**config.mk**
```make
export PLATFORM = sky130hd
export DESIGN_NAME = bmcd_top
export DESIGN_NICKNAME = d
export VERILOG_FILES = /design/src/bmcd_pkg.sv /design/src/bmcd_step_mem.sv /design/src/bmcd_divider.sv /design/src/bmcd_top.sv
export SDC_FILE = /design/constraint.sdc
export NUM_CORES = 2
export LEC_CHECK = 0
export BUFFER_PORTS_ARGS = -buffer_cell sky130_fd_sc_hd__buf_2
export CORE_MARGIN = 2
export CORE_UTILIZATION = 50
export CTS_CLUSTER_SIZE = 16
export DETAILED_ROUTE_END_ITERATION = 16
export GPL_ROUTABILITY_DRIVEN = 0
export GPL_TIMING_DRIVEN = 0
export PLACE_DENSITY = 0.76
export REMOVE_ABC_BUFFERS = 1
export SYNTH_ARGS = -nofsm -noshare
export SYNTH_HDL_FRONTEND = slang
export SYNTH_SLANG_ARGS = --single-unit
```
**constraint.sdc**
```tcl
create_clock -name clk -period 33.5 [get_ports clk]
set_input_delay 8.375 -clock clk [delete_from_list [all_inputs] [get_ports clk]]
set_output_delay 8.375 -clock clk [all_outputs]
set_load 0.02 [all_outputs]
```
**src/bmcd_pkg.sv**
```systemverilog
package bmcd_pkg;
	// Frame byte and bit positions
	localparam int FRM_BYTES = 8;
	localparam int B0_SERVO_ON = 1;
	localparam int B2_JOG = 3;
	localparam int B2_STEP = 4;
	localparam int B2_STATION = 5;
	localparam int B3_INC = 0;
	localparam int B3_DIR = 1;
	// Register offsets (word index)
	localparam logic [3:0] REG_CTRL = 4'h0;
	localparam logic [3:0] REG_STEP0 = 4'h1;
	localparam logic [3:0] REG_STEP1 = 4'h2;
	localparam logic [3:0] REG_STEP2 = 4'h3;
	localparam logic [3:0] REG_STEP3 = 4'h4;
	localparam logic [3:0] REG_STATIONS = 4'h5;
	localparam logic [3:0] REG_STEPS_REV = 4'h6;
	localparam logic [3:0] REG_STATUS = 4'h7;
	localparam logic [3:0] REG_POS = 4'h8;
	// Control register fields
	localparam int CTRL_JOG_UNIT = 0;
	localparam int CTRL_STN_DIR = 1;
	localparam int CTRL_COORD = 2;
	// Limits and reset values
	localparam logic [31:0] STEP_MAX = 32'h05F5_E0FF;
	localparam logic [31:0] STEP0_RST = 32'h0000_0001;
	localparam logic [31:0] STEP1_RST = 32'h0000_000A;
	localparam logic [31:0] STEP2_RST = 32'h0000_0064;
	localparam logic [31:0] STEP3_RST = 32'h0000_03E8;
	localparam logic [15:0] STN_MAX = 16'h7FFF;
	localparam logic [15:0] STN_RST = 16'h0001;
	localparam logic [31:0] STEPS_REV_RST = 32'h0005_7E40;
	localparam logic [31:0] STEPS_REV_MAX = 32'h0016_E360;
	localparam logic [31:0] SPEED_MAX = 32'h0003_A980;
	localparam logic [3:0] CODE_BIT_MOVE = 4'h0;
	localparam int DIV_STEPS = 40;

	typedef enum logic [3:0] {
		BMCD_IDLE = 4'b0001,
		BMCD_JOG = 4'b0010,
		BMCD_DIV = 4'b0100,
		BMCD_MOVE = 4'b1000
	} bmcd_state_t;

	typedef enum logic [1:0] {
		BMCD_K_NONE = 2'd0,
		BMCD_K_JOG = 2'd1,
		BMCD_K_STEP = 2'd2,
		BMCD_K_STN = 2'd3
	} bmcd_kind_t;

	// Motion request to the profile generator
	typedef struct packed {
		bmcd_kind_t kind;
		logic jog_run;
		logic dir_neg;
		logic use_jog_speed;
		logic override_is_speed;
		logic [31:0] override_val;
		logic [31:0] distance;
	} bmcd_req_t;
endpackage

```
**src/bmcd_step_mem.sv**
```systemverilog
`timescale 1ns/1ps
module bmcd_step_mem import bmcd_pkg::*; #(
	parameter int W = 32
) (
	// Clock and reset
	input wire logic clk,
	input wire logic srst,
	// Write side
	input wire logic we,
	input wire logic [1:0] waddr,
	input wire logic [W-1:0] wdata,
	// Read side, registered
	input wire logic [1:0] raddr,
	output logic [W-1:0] rdata
);
	logic [W-1:0] mem_q [4];

	always_ff @(posedge clk) begin
		if (srst) begin
			mem_q[0] <= W'(STEP0_RST);
			mem_q[1] <= W'(STEP1_RST);
			mem_q[2] <= W'(STEP2_RST);
			mem_q[3] <= W'(STEP3_RST);
		end else if (we) begin
			mem_q[waddr] <= (wdata > W'(STEP_MAX)) ? W'(STEP_MAX) : wdata;
		end
	end

	always_ff @(posedge clk) begin
		if (srst) begin
			rdata <= '0;
		end else begin
			rdata <= mem_q[raddr];
		end
	end
endmodule

```
**src/bmcd_divider.sv**
```systemverilog
`timescale 1ns/1ps
module bmcd_divider import bmcd_pkg::*; #(
	parameter int W = 32
) (
	// Clock and reset
	input wire logic clk,
	input wire logic srst,
	// Request
	input wire logic start,
	input wire logic [W-1:0] dividend,
	input wire logic [W-1:0] divisor,
	// Result
	output logic busy,
	output logic [W-1:0] quotient
);
	// Bit-serial restoring divide; slow but tiny, stations are rare
	logic [W-1:0] rem_q;
	logic [W-1:0] den_q;
	logic [5:0] cnt_q;
	logic [W:0] trial;

	always_comb begin
		trial = {rem_q, quotient[W-1]} - {1'b0, den_q};
	end

	always_ff @(posedge clk) begin
		if (srst) begin
			busy <= 1'b0;
			cnt_q <= '0;
			rem_q <= '0;
			den_q <= '0;
			quotient <= '0;
		end else if (start) begin
			busy <= 1'b1;
			cnt_q <= 6'(W);
			rem_q <= '0;
			den_q <= divisor;
			quotient <= dividend;
		end else if (busy) begin
			if (trial[W]) begin
				rem_q <= {rem_q[W-2:0], quotient[W-1]};
				quotient <= {quotient[W-2:0], 1'b0};
			end else begin
				rem_q <= trial[W-1:0];
				quotient <= {quotient[W-2:0], 1'b1};
			end
			cnt_q <= cnt_q - 6'd1;
			busy <= (cnt_q != 6'd1);
		end
	end
endmodule

```
**src/bmcd_top.sv**
```systemverilog
// What this block does
// - Direction taken from byte 3 bit 1
// - Jog starts on byte 2 bit 3
// - Override read as ratio or speed
// - Jog runs while bit held, stops after
// - Step starts on byte 2 bit 4
// - Step travels selected distance then stops
// - Byte 4 selects one of four distances
// - Four distances, capped, defaults 1/10/100/1000
// - Stations per revolution 1 to 32767
// - Station move starts on byte 2 bit 5
// - Station direction setting 1 takes shortest path
// - Byte 3 bit 0 absolute or incremental
// - Station moves use positioning profile settings
//
// The strobed register port and the register offsets were chosen for this implementation.
`timescale 1ns/1ps
module bmcd_top import bmcd_pkg::*; #(
	parameter int W = 32
) (
	// Clock and reset
	input wire logic clk,
	input wire logic srst,
	// Remote output frame
	input wire logic [FRM_BYTES*8-1:0] frame,
	input wire logic move_done,
	// Register port
	input wire logic [3:0] reg_addr,
	input wire logic [31:0] reg_wdata,
	input wire logic reg_wr,
	input wire logic reg_rd,
	output logic [31:0] reg_rdata,
	// Motion request
	output bmcd_req_t req_q,
	output logic start_q,
	output logic busy_q,
	output logic [5:0] resp_type_q
);
	function automatic logic [7:0] fbyte(input logic [FRM_BYTES*8-1:0] f, input int n);
		fbyte = f[n*8 +: 8];
	endfunction

	logic [7:0] b0, b1, b2, b3;
	logic [31:0] operand;
	logic servo_on, code_ok, jog_bit, step_bit, stn_bit;
	assign b0 = fbyte(frame, 0);
	assign b1 = fbyte(frame, 1);
	assign b2 = fbyte(frame, 2);
	assign b3 = fbyte(frame, 3);
	assign operand = frame[63:32];
	assign servo_on = b0[B0_SERVO_ON];
	assign code_ok = (b1[3:0] == CODE_BIT_MOVE);
	assign jog_bit = servo_on && code_ok && b2[B2_JOG];
	assign step_bit = servo_on && code_ok && b2[B2_STEP];
	assign stn_bit = servo_on && code_ok && b2[B2_STATION];

	// Configuration registers
	logic [2:0] ctrl_q;
	logic [15:0] stations_q;
	logic [31:0] steps_rev_q;
	logic [15:0] cur_stn_q;
	logic [1:0] err_q;
	logic step_we;
	logic [31:0] step_rd;
	logic [1:0] step_raddr;
	logic [7:0] b2_prev_q;

	assign step_we = reg_wr && (reg_addr >= REG_STEP0) && (reg_addr <= REG_STEP3);

	always_ff @(posedge clk) begin
		if (srst) begin
			ctrl_q <= '0;
			stations_q <= STN_RST;
			steps_rev_q <= STEPS_REV_RST;
		end else if (reg_wr) begin
			unique case (reg_addr)
				REG_CTRL: ctrl_q <= reg_wdata[2:0];
				REG_STATIONS: begin
					// Zero would divide by zero; clamp into range
					if (reg_wdata[15:0] == 16'h0000) begin
						stations_q <= STN_RST;
					end else if (reg_wdata[15:0] > STN_MAX) begin
						stations_q <= STN_MAX;
					end else begin
						stations_q <= reg_wdata[15:0];
					end
				end
				REG_STEPS_REV: begin
					if (reg_wdata == 32'h0000_0000) begin
						steps_rev_q <= STEPS_REV_RST;
					end else if (reg_wdata > STEPS_REV_MAX) begin
						steps_rev_q <= STEPS_REV_MAX;
					end else begin
						steps_rev_q <= reg_wdata;
					end
				end
				default: ;
			endcase
		end
	end

	bmcd_state_t state_q;
	logic div_start, div_busy;
	logic [31:0] div_q;
	logic [31:0] stn_target_q;
	logic stn_dir_neg_q;

	bmcd_step_mem #(.W(32)) bmcd_step_mem_inst (
		.clk(clk),
		.srst(srst),
		.we(step_we),
		.waddr(2'(reg_addr - REG_STEP0)),
		.wdata(reg_wdata),
		.raddr(step_raddr),
		.rdata(step_rd)
	);

	// Steps per station
	bmcd_divider #(.W(32)) bmcd_divider_inst (
		.clk(clk),
		.srst(srst),
		.start(div_start),
		.dividend(steps_rev_q),
		.divisor({16'h0000, stations_q}),
		.busy(div_busy),
		.quotient(div_q)
	);

	// Memory port takes step selection when idle, else reg_addr; step_rd never reaches reg_rdata
	assign step_raddr = (state_q == BMCD_IDLE) ? operand[1:0] : 2'(reg_addr - REG_STEP0);

	logic rise_step, rise_stn;
	assign rise_step = step_bit && !b2_prev_q[B2_STEP];
	assign rise_stn = stn_bit && !b2_prev_q[B2_STATION];
	assign div_start = (state_q == BMCD_IDLE) && !jog_bit && !rise_step && rise_stn;

	logic step_pend_q;

	always_ff @(posedge clk) begin
		if (srst) begin
			b2_prev_q <= '0;
		end else begin
			b2_prev_q <= b2 & {8{servo_on && code_ok}};
		end
	end

	// Station target count and shortest-path choice
	logic [15:0] stn_abs;
	logic [15:0] stn_delta;
	logic stn_fwd_short;
	always_comb begin
		stn_abs = b3[B3_INC] ? 16'(cur_stn_q + operand[15:0]) : operand[15:0];
		if (stn_abs >= stations_q) begin
			stn_abs = 16'(stn_abs - stations_q);
		end
		stn_delta = (stn_abs >= cur_stn_q) ? 16'(stn_abs - cur_stn_q) : 16'(stn_abs + stations_q - cur_stn_q);
		stn_fwd_short = ({stn_delta, 1'b0} <= {1'b0, stations_q});
	end

	logic [15:0] stn_move_cnt_q;
	logic [63:0] stn_dist_full;
	assign stn_dist_full = div_q * {48'h0, stn_move_cnt_q};

	always_ff @(posedge clk) begin
		if (srst) begin
			state_q <= BMCD_IDLE;
			req_q <= '0;
			start_q <= 1'b0;
			busy_q <= 1'b0;
			resp_type_q <= '0;
			step_pend_q <= 1'b0;
			stn_move_cnt_q <= '0;
			stn_target_q <= '0;
			stn_dir_neg_q <= 1'b0;
			cur_stn_q <= '0;
			err_q <= '0;
		end else begin
			start_q <= 1'b0;
			resp_type_q <= {2'b00, b1[7:4]};
			// Clear-on-write first, so a same-cycle event wins
			if (reg_wr && reg_addr == REG_STATUS) begin
				err_q <= err_q & ~reg_wdata[1:0];
			end
			unique case (state_q)
				BMCD_IDLE: begin
					busy_q <= 1'b0;
					step_pend_q <= 1'b0;
					if (jog_bit) begin
						state_q <= BMCD_JOG;
						busy_q <= 1'b1;
						start_q <= 1'b1;
						req_q.kind <= BMCD_K_JOG;
						req_q.jog_run <= 1'b1;
						req_q.dir_neg <= b3[B3_DIR];
						req_q.use_jog_speed <= 1'b1;
						req_q.override_is_speed <= ctrl_q[CTRL_JOG_UNIT];
						req_q.override_val <= (ctrl_q[CTRL_JOG_UNIT] && operand > SPEED_MAX) ? SPEED_MAX : operand;
					end else if (rise_step) begin
						step_pend_q <= 1'b1;
						state_q <= BMCD_MOVE;
						busy_q <= 1'b1;
						req_q.kind <= BMCD_K_STEP;
						req_q.dir_neg <= b3[B3_DIR];
						req_q.jog_run <= 1'b0;
						req_q.use_jog_speed <= 1'b0;
					end else if (rise_stn) begin
						state_q <= BMCD_DIV;
						busy_q <= 1'b1;
						stn_target_q <= {16'h0000, stn_abs};
						stn_move_cnt_q <= (ctrl_q[CTRL_STN_DIR] && !stn_fwd_short) ? 16'(stations_q - stn_delta)
							: (ctrl_q[CTRL_STN_DIR] || !b3[B3_DIR]) ? stn_delta
							: ((stn_delta == 16'h0000) ? 16'h0000 : 16'(stations_q - stn_delta));
						stn_dir_neg_q <= ctrl_q[CTRL_STN_DIR] ? !stn_fwd_short : b3[B3_DIR];
					end
				end
				BMCD_JOG: begin
					// Speed override may change while jogging
					req_q.override_val <= (ctrl_q[CTRL_JOG_UNIT] && operand > SPEED_MAX) ? SPEED_MAX : operand;
					if (!jog_bit) begin
						req_q.jog_run <= 1'b0;
						state_q <= BMCD_MOVE;
					end
				end
				BMCD_DIV: begin
					if (!div_busy && !div_start) begin
						start_q <= 1'b1;
						state_q <= BMCD_MOVE;
						req_q.kind <= BMCD_K_STN;
						req_q.jog_run <= 1'b0;
						req_q.dir_neg <= stn_dir_neg_q;
						req_q.use_jog_speed <= 1'b0;
						if (stn_dist_full > {32'h0, STEP_MAX}) begin
							err_q[1] <= 1'b1;
							req_q.distance <= STEP_MAX;
						end else begin
							req_q.distance <= stn_dist_full[31:0];
						end
						cur_stn_q <= stn_target_q[15:0];
					end
				end
				BMCD_MOVE: begin
					// Memory read lands one cycle after selection
					if (step_pend_q) begin
						step_pend_q <= 1'b0;
						start_q <= 1'b1;
						req_q.distance <= step_rd;
					end else if (move_done) begin
						state_q <= BMCD_IDLE;
						req_q.kind <= BMCD_K_NONE;
					end
				end
				default: state_q <= BMCD_IDLE;
			endcase
			if (state_q == BMCD_IDLE && (b2[B2_JOG] || b2[B2_STEP] || b2[B2_STATION]) && !servo_on) begin
				err_q[0] <= 1'b1;
			end
		end
	end

	logic [2:0] onehot_cmds;
	assign onehot_cmds = {b2[B2_STATION], b2[B2_STEP], b2[B2_JOG]};

	always_ff @(posedge clk) begin
		if (srst) begin
			reg_rdata <= '0;
		end else if (reg_rd) begin
			unique case (reg_addr)
				REG_CTRL: reg_rdata <= {29'h0, ctrl_q};
				REG_STATIONS: reg_rdata <= {16'h0, stations_q};
				REG_STEPS_REV: reg_rdata <= steps_rev_q;
				REG_STATUS: reg_rdata <= {24'h0, onehot_cmds, state_q != BMCD_IDLE, busy_q, 1'b0, err_q};
				REG_POS: reg_rdata <= {16'h0, cur_stn_q};
				default: reg_rdata <= 32'h0000_0000;
			endcase
		end else begin
			reg_rdata <= '0;
		end
	end

	// Jog request tracks the jog bit
	property p_jog_start;
		@(posedge clk) disable iff (srst)
		(state_q == BMCD_IDLE && jog_bit) |=> (start_q && req_q.kind == BMCD_K_JOG && req_q.jog_run);
	endproperty
	a_jog_start: assert property (p_jog_start) else $error("jog not started");

	property p_jog_dir;
		@(posedge clk) disable iff (srst)
		(state_q == BMCD_IDLE && jog_bit) |=> (req_q.dir_neg == $past(b3[B3_DIR]));
	endproperty
	a_jog_dir: assert property (p_jog_dir) else $error("jog direction wrong");

	property p_jog_stop;
		@(posedge clk) disable iff (srst)
		(state_q == BMCD_JOG && !jog_bit) |=> (!req_q.jog_run && state_q == BMCD_MOVE);
	endproperty
	a_jog_stop: assert property (p_jog_stop) else $error("jog did not stop");

	property p_jog_unit;
		@(posedge clk) disable iff (srst)
		(state_q == BMCD_IDLE && jog_bit) |=> (req_q.override_is_speed == $past(ctrl_q[CTRL_JOG_UNIT]));
	endproperty
	a_jog_unit: assert property (p_jog_unit) else $error("jog unit wrong");

	property p_step_start;
		@(posedge clk) disable iff (srst)
		(state_q == BMCD_IDLE && !jog_bit && rise_step) |=> ##1 (start_q && req_q.kind == BMCD_K_STEP);
	endproperty
	a_step_start: assert property (p_step_start) else $error("step not started");

	property p_stn_start;
		@(posedge clk) disable iff (srst)
		div_start |=> ##[1:40] (start_q && req_q.kind == BMCD_K_STN);
	endproperty
	a_stn_start: assert property (p_stn_start) else $error("station move not started");

	property p_no_servo;
		@(posedge clk) disable iff (srst)
		(state_q == BMCD_IDLE && !servo_on) |=> !start_q;
	endproperty
	a_no_servo: assert property (p_no_servo) else $error("move without servo on");

	property p_stn_range;
		@(posedge clk) disable iff (srst)
		(stations_q != 16'h0000) && (stations_q <= STN_MAX);
	endproperty
	a_stn_range: assert property (p_stn_range) else $error("stations out of range");

	property p_step_dist;
		@(posedge clk) disable iff (srst)
		(state_q == BMCD_MOVE && step_pend_q) |=> (start_q && req_q.distance == $past(step_rd));
	endproperty
	a_step_dist: assert property (p_step_dist) else $error("step distance not issued");

	property p_code_gate;
		@(posedge clk) disable iff (srst)
		(state_q == BMCD_IDLE && b1[3:0] != CODE_BIT_MOVE) |=> !start_q;
	endproperty
	a_code_gate: assert property (p_code_gate) else $error("move started with wrong code");
endmodule

```
==> reports/qor.yml <==
synth.most_common_cell: "inv_1"
clock_path_buffers: 3
synth-seq-cells: 464
die_area_sq_um: 83900
hp-class: "flop to flop"
yosysTopAreaCell: "fa_1"
h-tree-depth: 2
clock_latency_ns: 0.62
synth_cells: 4621
place_hpwl_mm: 83.4
post-cts-setup-buffers: 0
vias: 33400
die_x_um: 290
clk_pin_slew_worst_paths_ns: 0.07
r2r-end: "stn_move_cnt_q[6]$_SDFFE_PP0P_"
placedInstanceArea_sq_um: 42500
rsz0062_at_grt: "false"
port-buffer-count: 194
cts_tree: "built"
grt_pass1_vias: 33700
drt_iter0_drc: 2875
hold_path_end: "cur_stn_q[10]$_SDFFE_PP0P_"
cp-startpoint: "frame[32]"
crit_path_top_delay_cell: "o22ai_2"
worstReg2RegStart: "cur_stn_q[0]$_SDFFE_PP0P_"
fp.dieH_um: 290
synth.avg_cell_area_sq_um: 8.83
yosysSeqAreaShare_pct: 25.9
start_kind: "input port"
vias_per_cell: 5.81
fin_area_sq_um: 44300
ys.warnings.count: 0
ff2ff_path_depth: 37
tns_ns: 0
synth_ff_type: "dfxtp_1"
synth_area_leaders: "fa_1 21%, dfxtp_1 16%, edfxtp_1 9.4%"
hold_start: "stn_target_q[10]$_SDFFE_PP0P_"
hold_viol_final: 0
r2r_slack_ns: 21.97
nets: 5414
grt_pass1_wl_mm: 181
postSynth.asyncResetShare_pct: 0
vdd_drop_max_mv: 0.0421
post-route-util_pct: 54.9
start_util_pct: 50.6
power_switching_uw: 513
ys_top_cells_by_count: "655 x inv_1, 577 x nand2_1, 437 x fa_1"
clock_sinks: 464
fin_crit_sh_pct: 56.9
ant_nets: 0
drive_above_1_share_pct: 8.44
design.core.area_sq_um: 80700
numCtsBuffers: 51
intPower_mw: 1.10
wl_mm: 114
rows: 104
first_pass_iters: 7
powerDensity_nw_per_um2: 36.3
clockRootBuffer: "clkbuf_16"
worstPathBufferInverterCount: 1
setup_ws_ns: 14.43
slew_headroom_pct: 0.638
areaGrowthSynthToFinish_pct: 8.58
grt_start_max_net_pins: 117
finalSetupViolCount: 0
cp.arrival_ns: 19.56
drv_cap: 1
gr-total-overflow: 0
yosys.area.top_type_share_pct: 21.5
combPwrFrac_pct: 26.1
drv_slew: 0
drc: 0
crit_top_cell: "a21oi_1"
crit_type: "input port to flop"
clock_power_share_pct: 35.9
sequentialPowerShare_pct: 38.0
path_max_fanout: 31
syn-cell-area_sq_um: 40800
switching_share_pct: 31.9
synth_edf_count: 128
antenna_found_initial: 17
violations: "capacitance limit"
end_kind: "flop"
cts.repair.resized: 0
grt_usage_pct: 27.3
fin_worst_skew_ns: 0.0230
leakage_nw: 19.9
fin_total_pwr_mw: 1.61
max_slew.worst_pin.slew_ns: 1.49
hold_path_depth: 2
io_pins: 215
pre_cts_ws_ns: 13.98
period_minus_slack_ns: 19.07
ctsHoldBuffers: 0
required_ns: 33.99
yosysUniqueCellTypes: 90
critPathMaxStageDelay_ns: 0.97
status: "complete, but fails checks"
critical-path-top-delay-family: "compound AO/OA/AOI/OAI gates"
wire_per_inst_um: 19.8
fmax_mhz: 52.4
==> worst max-delay path by stage <==
stage                                            endpoint  slack, ns  cells after the start
after CTS                  stn_move_cnt_q[6]$_SDFFE_PP0P_      14.62                     38
after global placement     stn_move_cnt_q[6]$_SDFFE_PP0P_      14.00                     38
after floorplan           stn_move_cnt_q[12]$_SDFFE_PP0P_      15.96                     40
final                      stn_move_cnt_q[6]$_SDFFE_PP0P_      14.43                     38
after detailed placement   stn_move_cnt_q[6]$_SDFFE_PP0P_      13.98                     38
after global routing       stn_move_cnt_q[6]$_SDFFE_PP0P_      13.79                     38
==> per-layer routing <==
layer / GRT usage [%] / wire [um] / share of wire (%)
met1: 34.8 / 44700 / 39
met5: 0 / 89 / 0.078
met3: 5.82 / 10600 / 9.4
met2: 45.0 / 53000 / 47
met4: 11.4 / 5170 / 4.6
==> power groups by stage <==
stage          sequential (mW)  combinational [mW]  clock (mW)
2_1_floorplan            0.616               0.309           0
3_3_place_gp             0.622               0.399           0
3_5_place_dp             0.623               0.411           0
4_1_cts                  0.611               0.414       0.582
5_1_grt                  0.612               0.465       0.606
6_report                 0.611               0.420       0.578
==> layout make-up <==
class / instances / area, sq um
fill: 7130 / 36400
multi-input combinational: 3259 / 26900
sequential: 464 / 10600
inverter: 656 / 2460
clock buffer: 74 / 1470
tap: 1060 / 1330
timing repair buffer: 209 / 1260
clock inverter: 20 / 258
antenna: 7 / 17.5
==> cell usage in the layout, fill, tap and decap left out, types with 22 or more instances in the layout <==
cell and instances:
buf_2 193, a22oi_1 47, ha_1 231, nand2b_1 26, a21o_1 67, a211oi_1 91, clkbuf_16 52, a21oi_1 241
o21a_1 23, nand4_1 26, nor2b_1 30, xor2_1 38, fa_1 437, and3_1 40, nand3_1 47, nand2_1 573
conb_1 22, nor2_1 337, nor3_1 80, inv_1 654, xnor2_1 93, o21ai_0 152, dfxtp_1 320, and2_1 233
mux2i_1 63, edfxtp_1 128, o21bai_1 25, mux4_2 32
==> registers in the layout (all words and copies together), names as in the netlist, 32 cells and up <==
signal / cells
reg_rdata: 32
bmcd_divider_inst.quotient: 32
bmcd_divider_inst.rem_q: 32
req_q: 70
bmcd_step_mem_inst.mem_q: 128
steps_rev_q: 32
bmcd_step_mem_inst.rdata: 32
==> logic make-up after synthesis <==
group | share of synthesized area, %
adder cells (fa/ha/maj) | 28.6
other | 0.00920
XOR/XNOR | 2.81
AND/OR/NAND/NOR | 17.4
flip-flops | 25.9
AO/OA/AOI/OAI | 13.0
buffers and inverters | 8.56
multiplexers | 3.71
==> worst register-to-register path: cells and delay by family, from the launching register on <==
kind,cells,cell delay (ns)
flops,1,0.41
compound gates,23,7.23
xor+xnor,1,0.08
mux,1,0.29
simple gates,7,1.37
fa+ha+maj,5,2.00
==> metrics by stage <==
stage / cells / hold slack, ns
6_report: 5749 / 0.452
4_1_cts: 5742 / 0.453
2_1_floorplan: 4379 / 0.421
3_3_place_gp: 5633 / 0.434
5_1_grt: 5746 / 0.465
3_5_place_dp: 5648 / 0.440
Power figures use the tool's default switching activity.
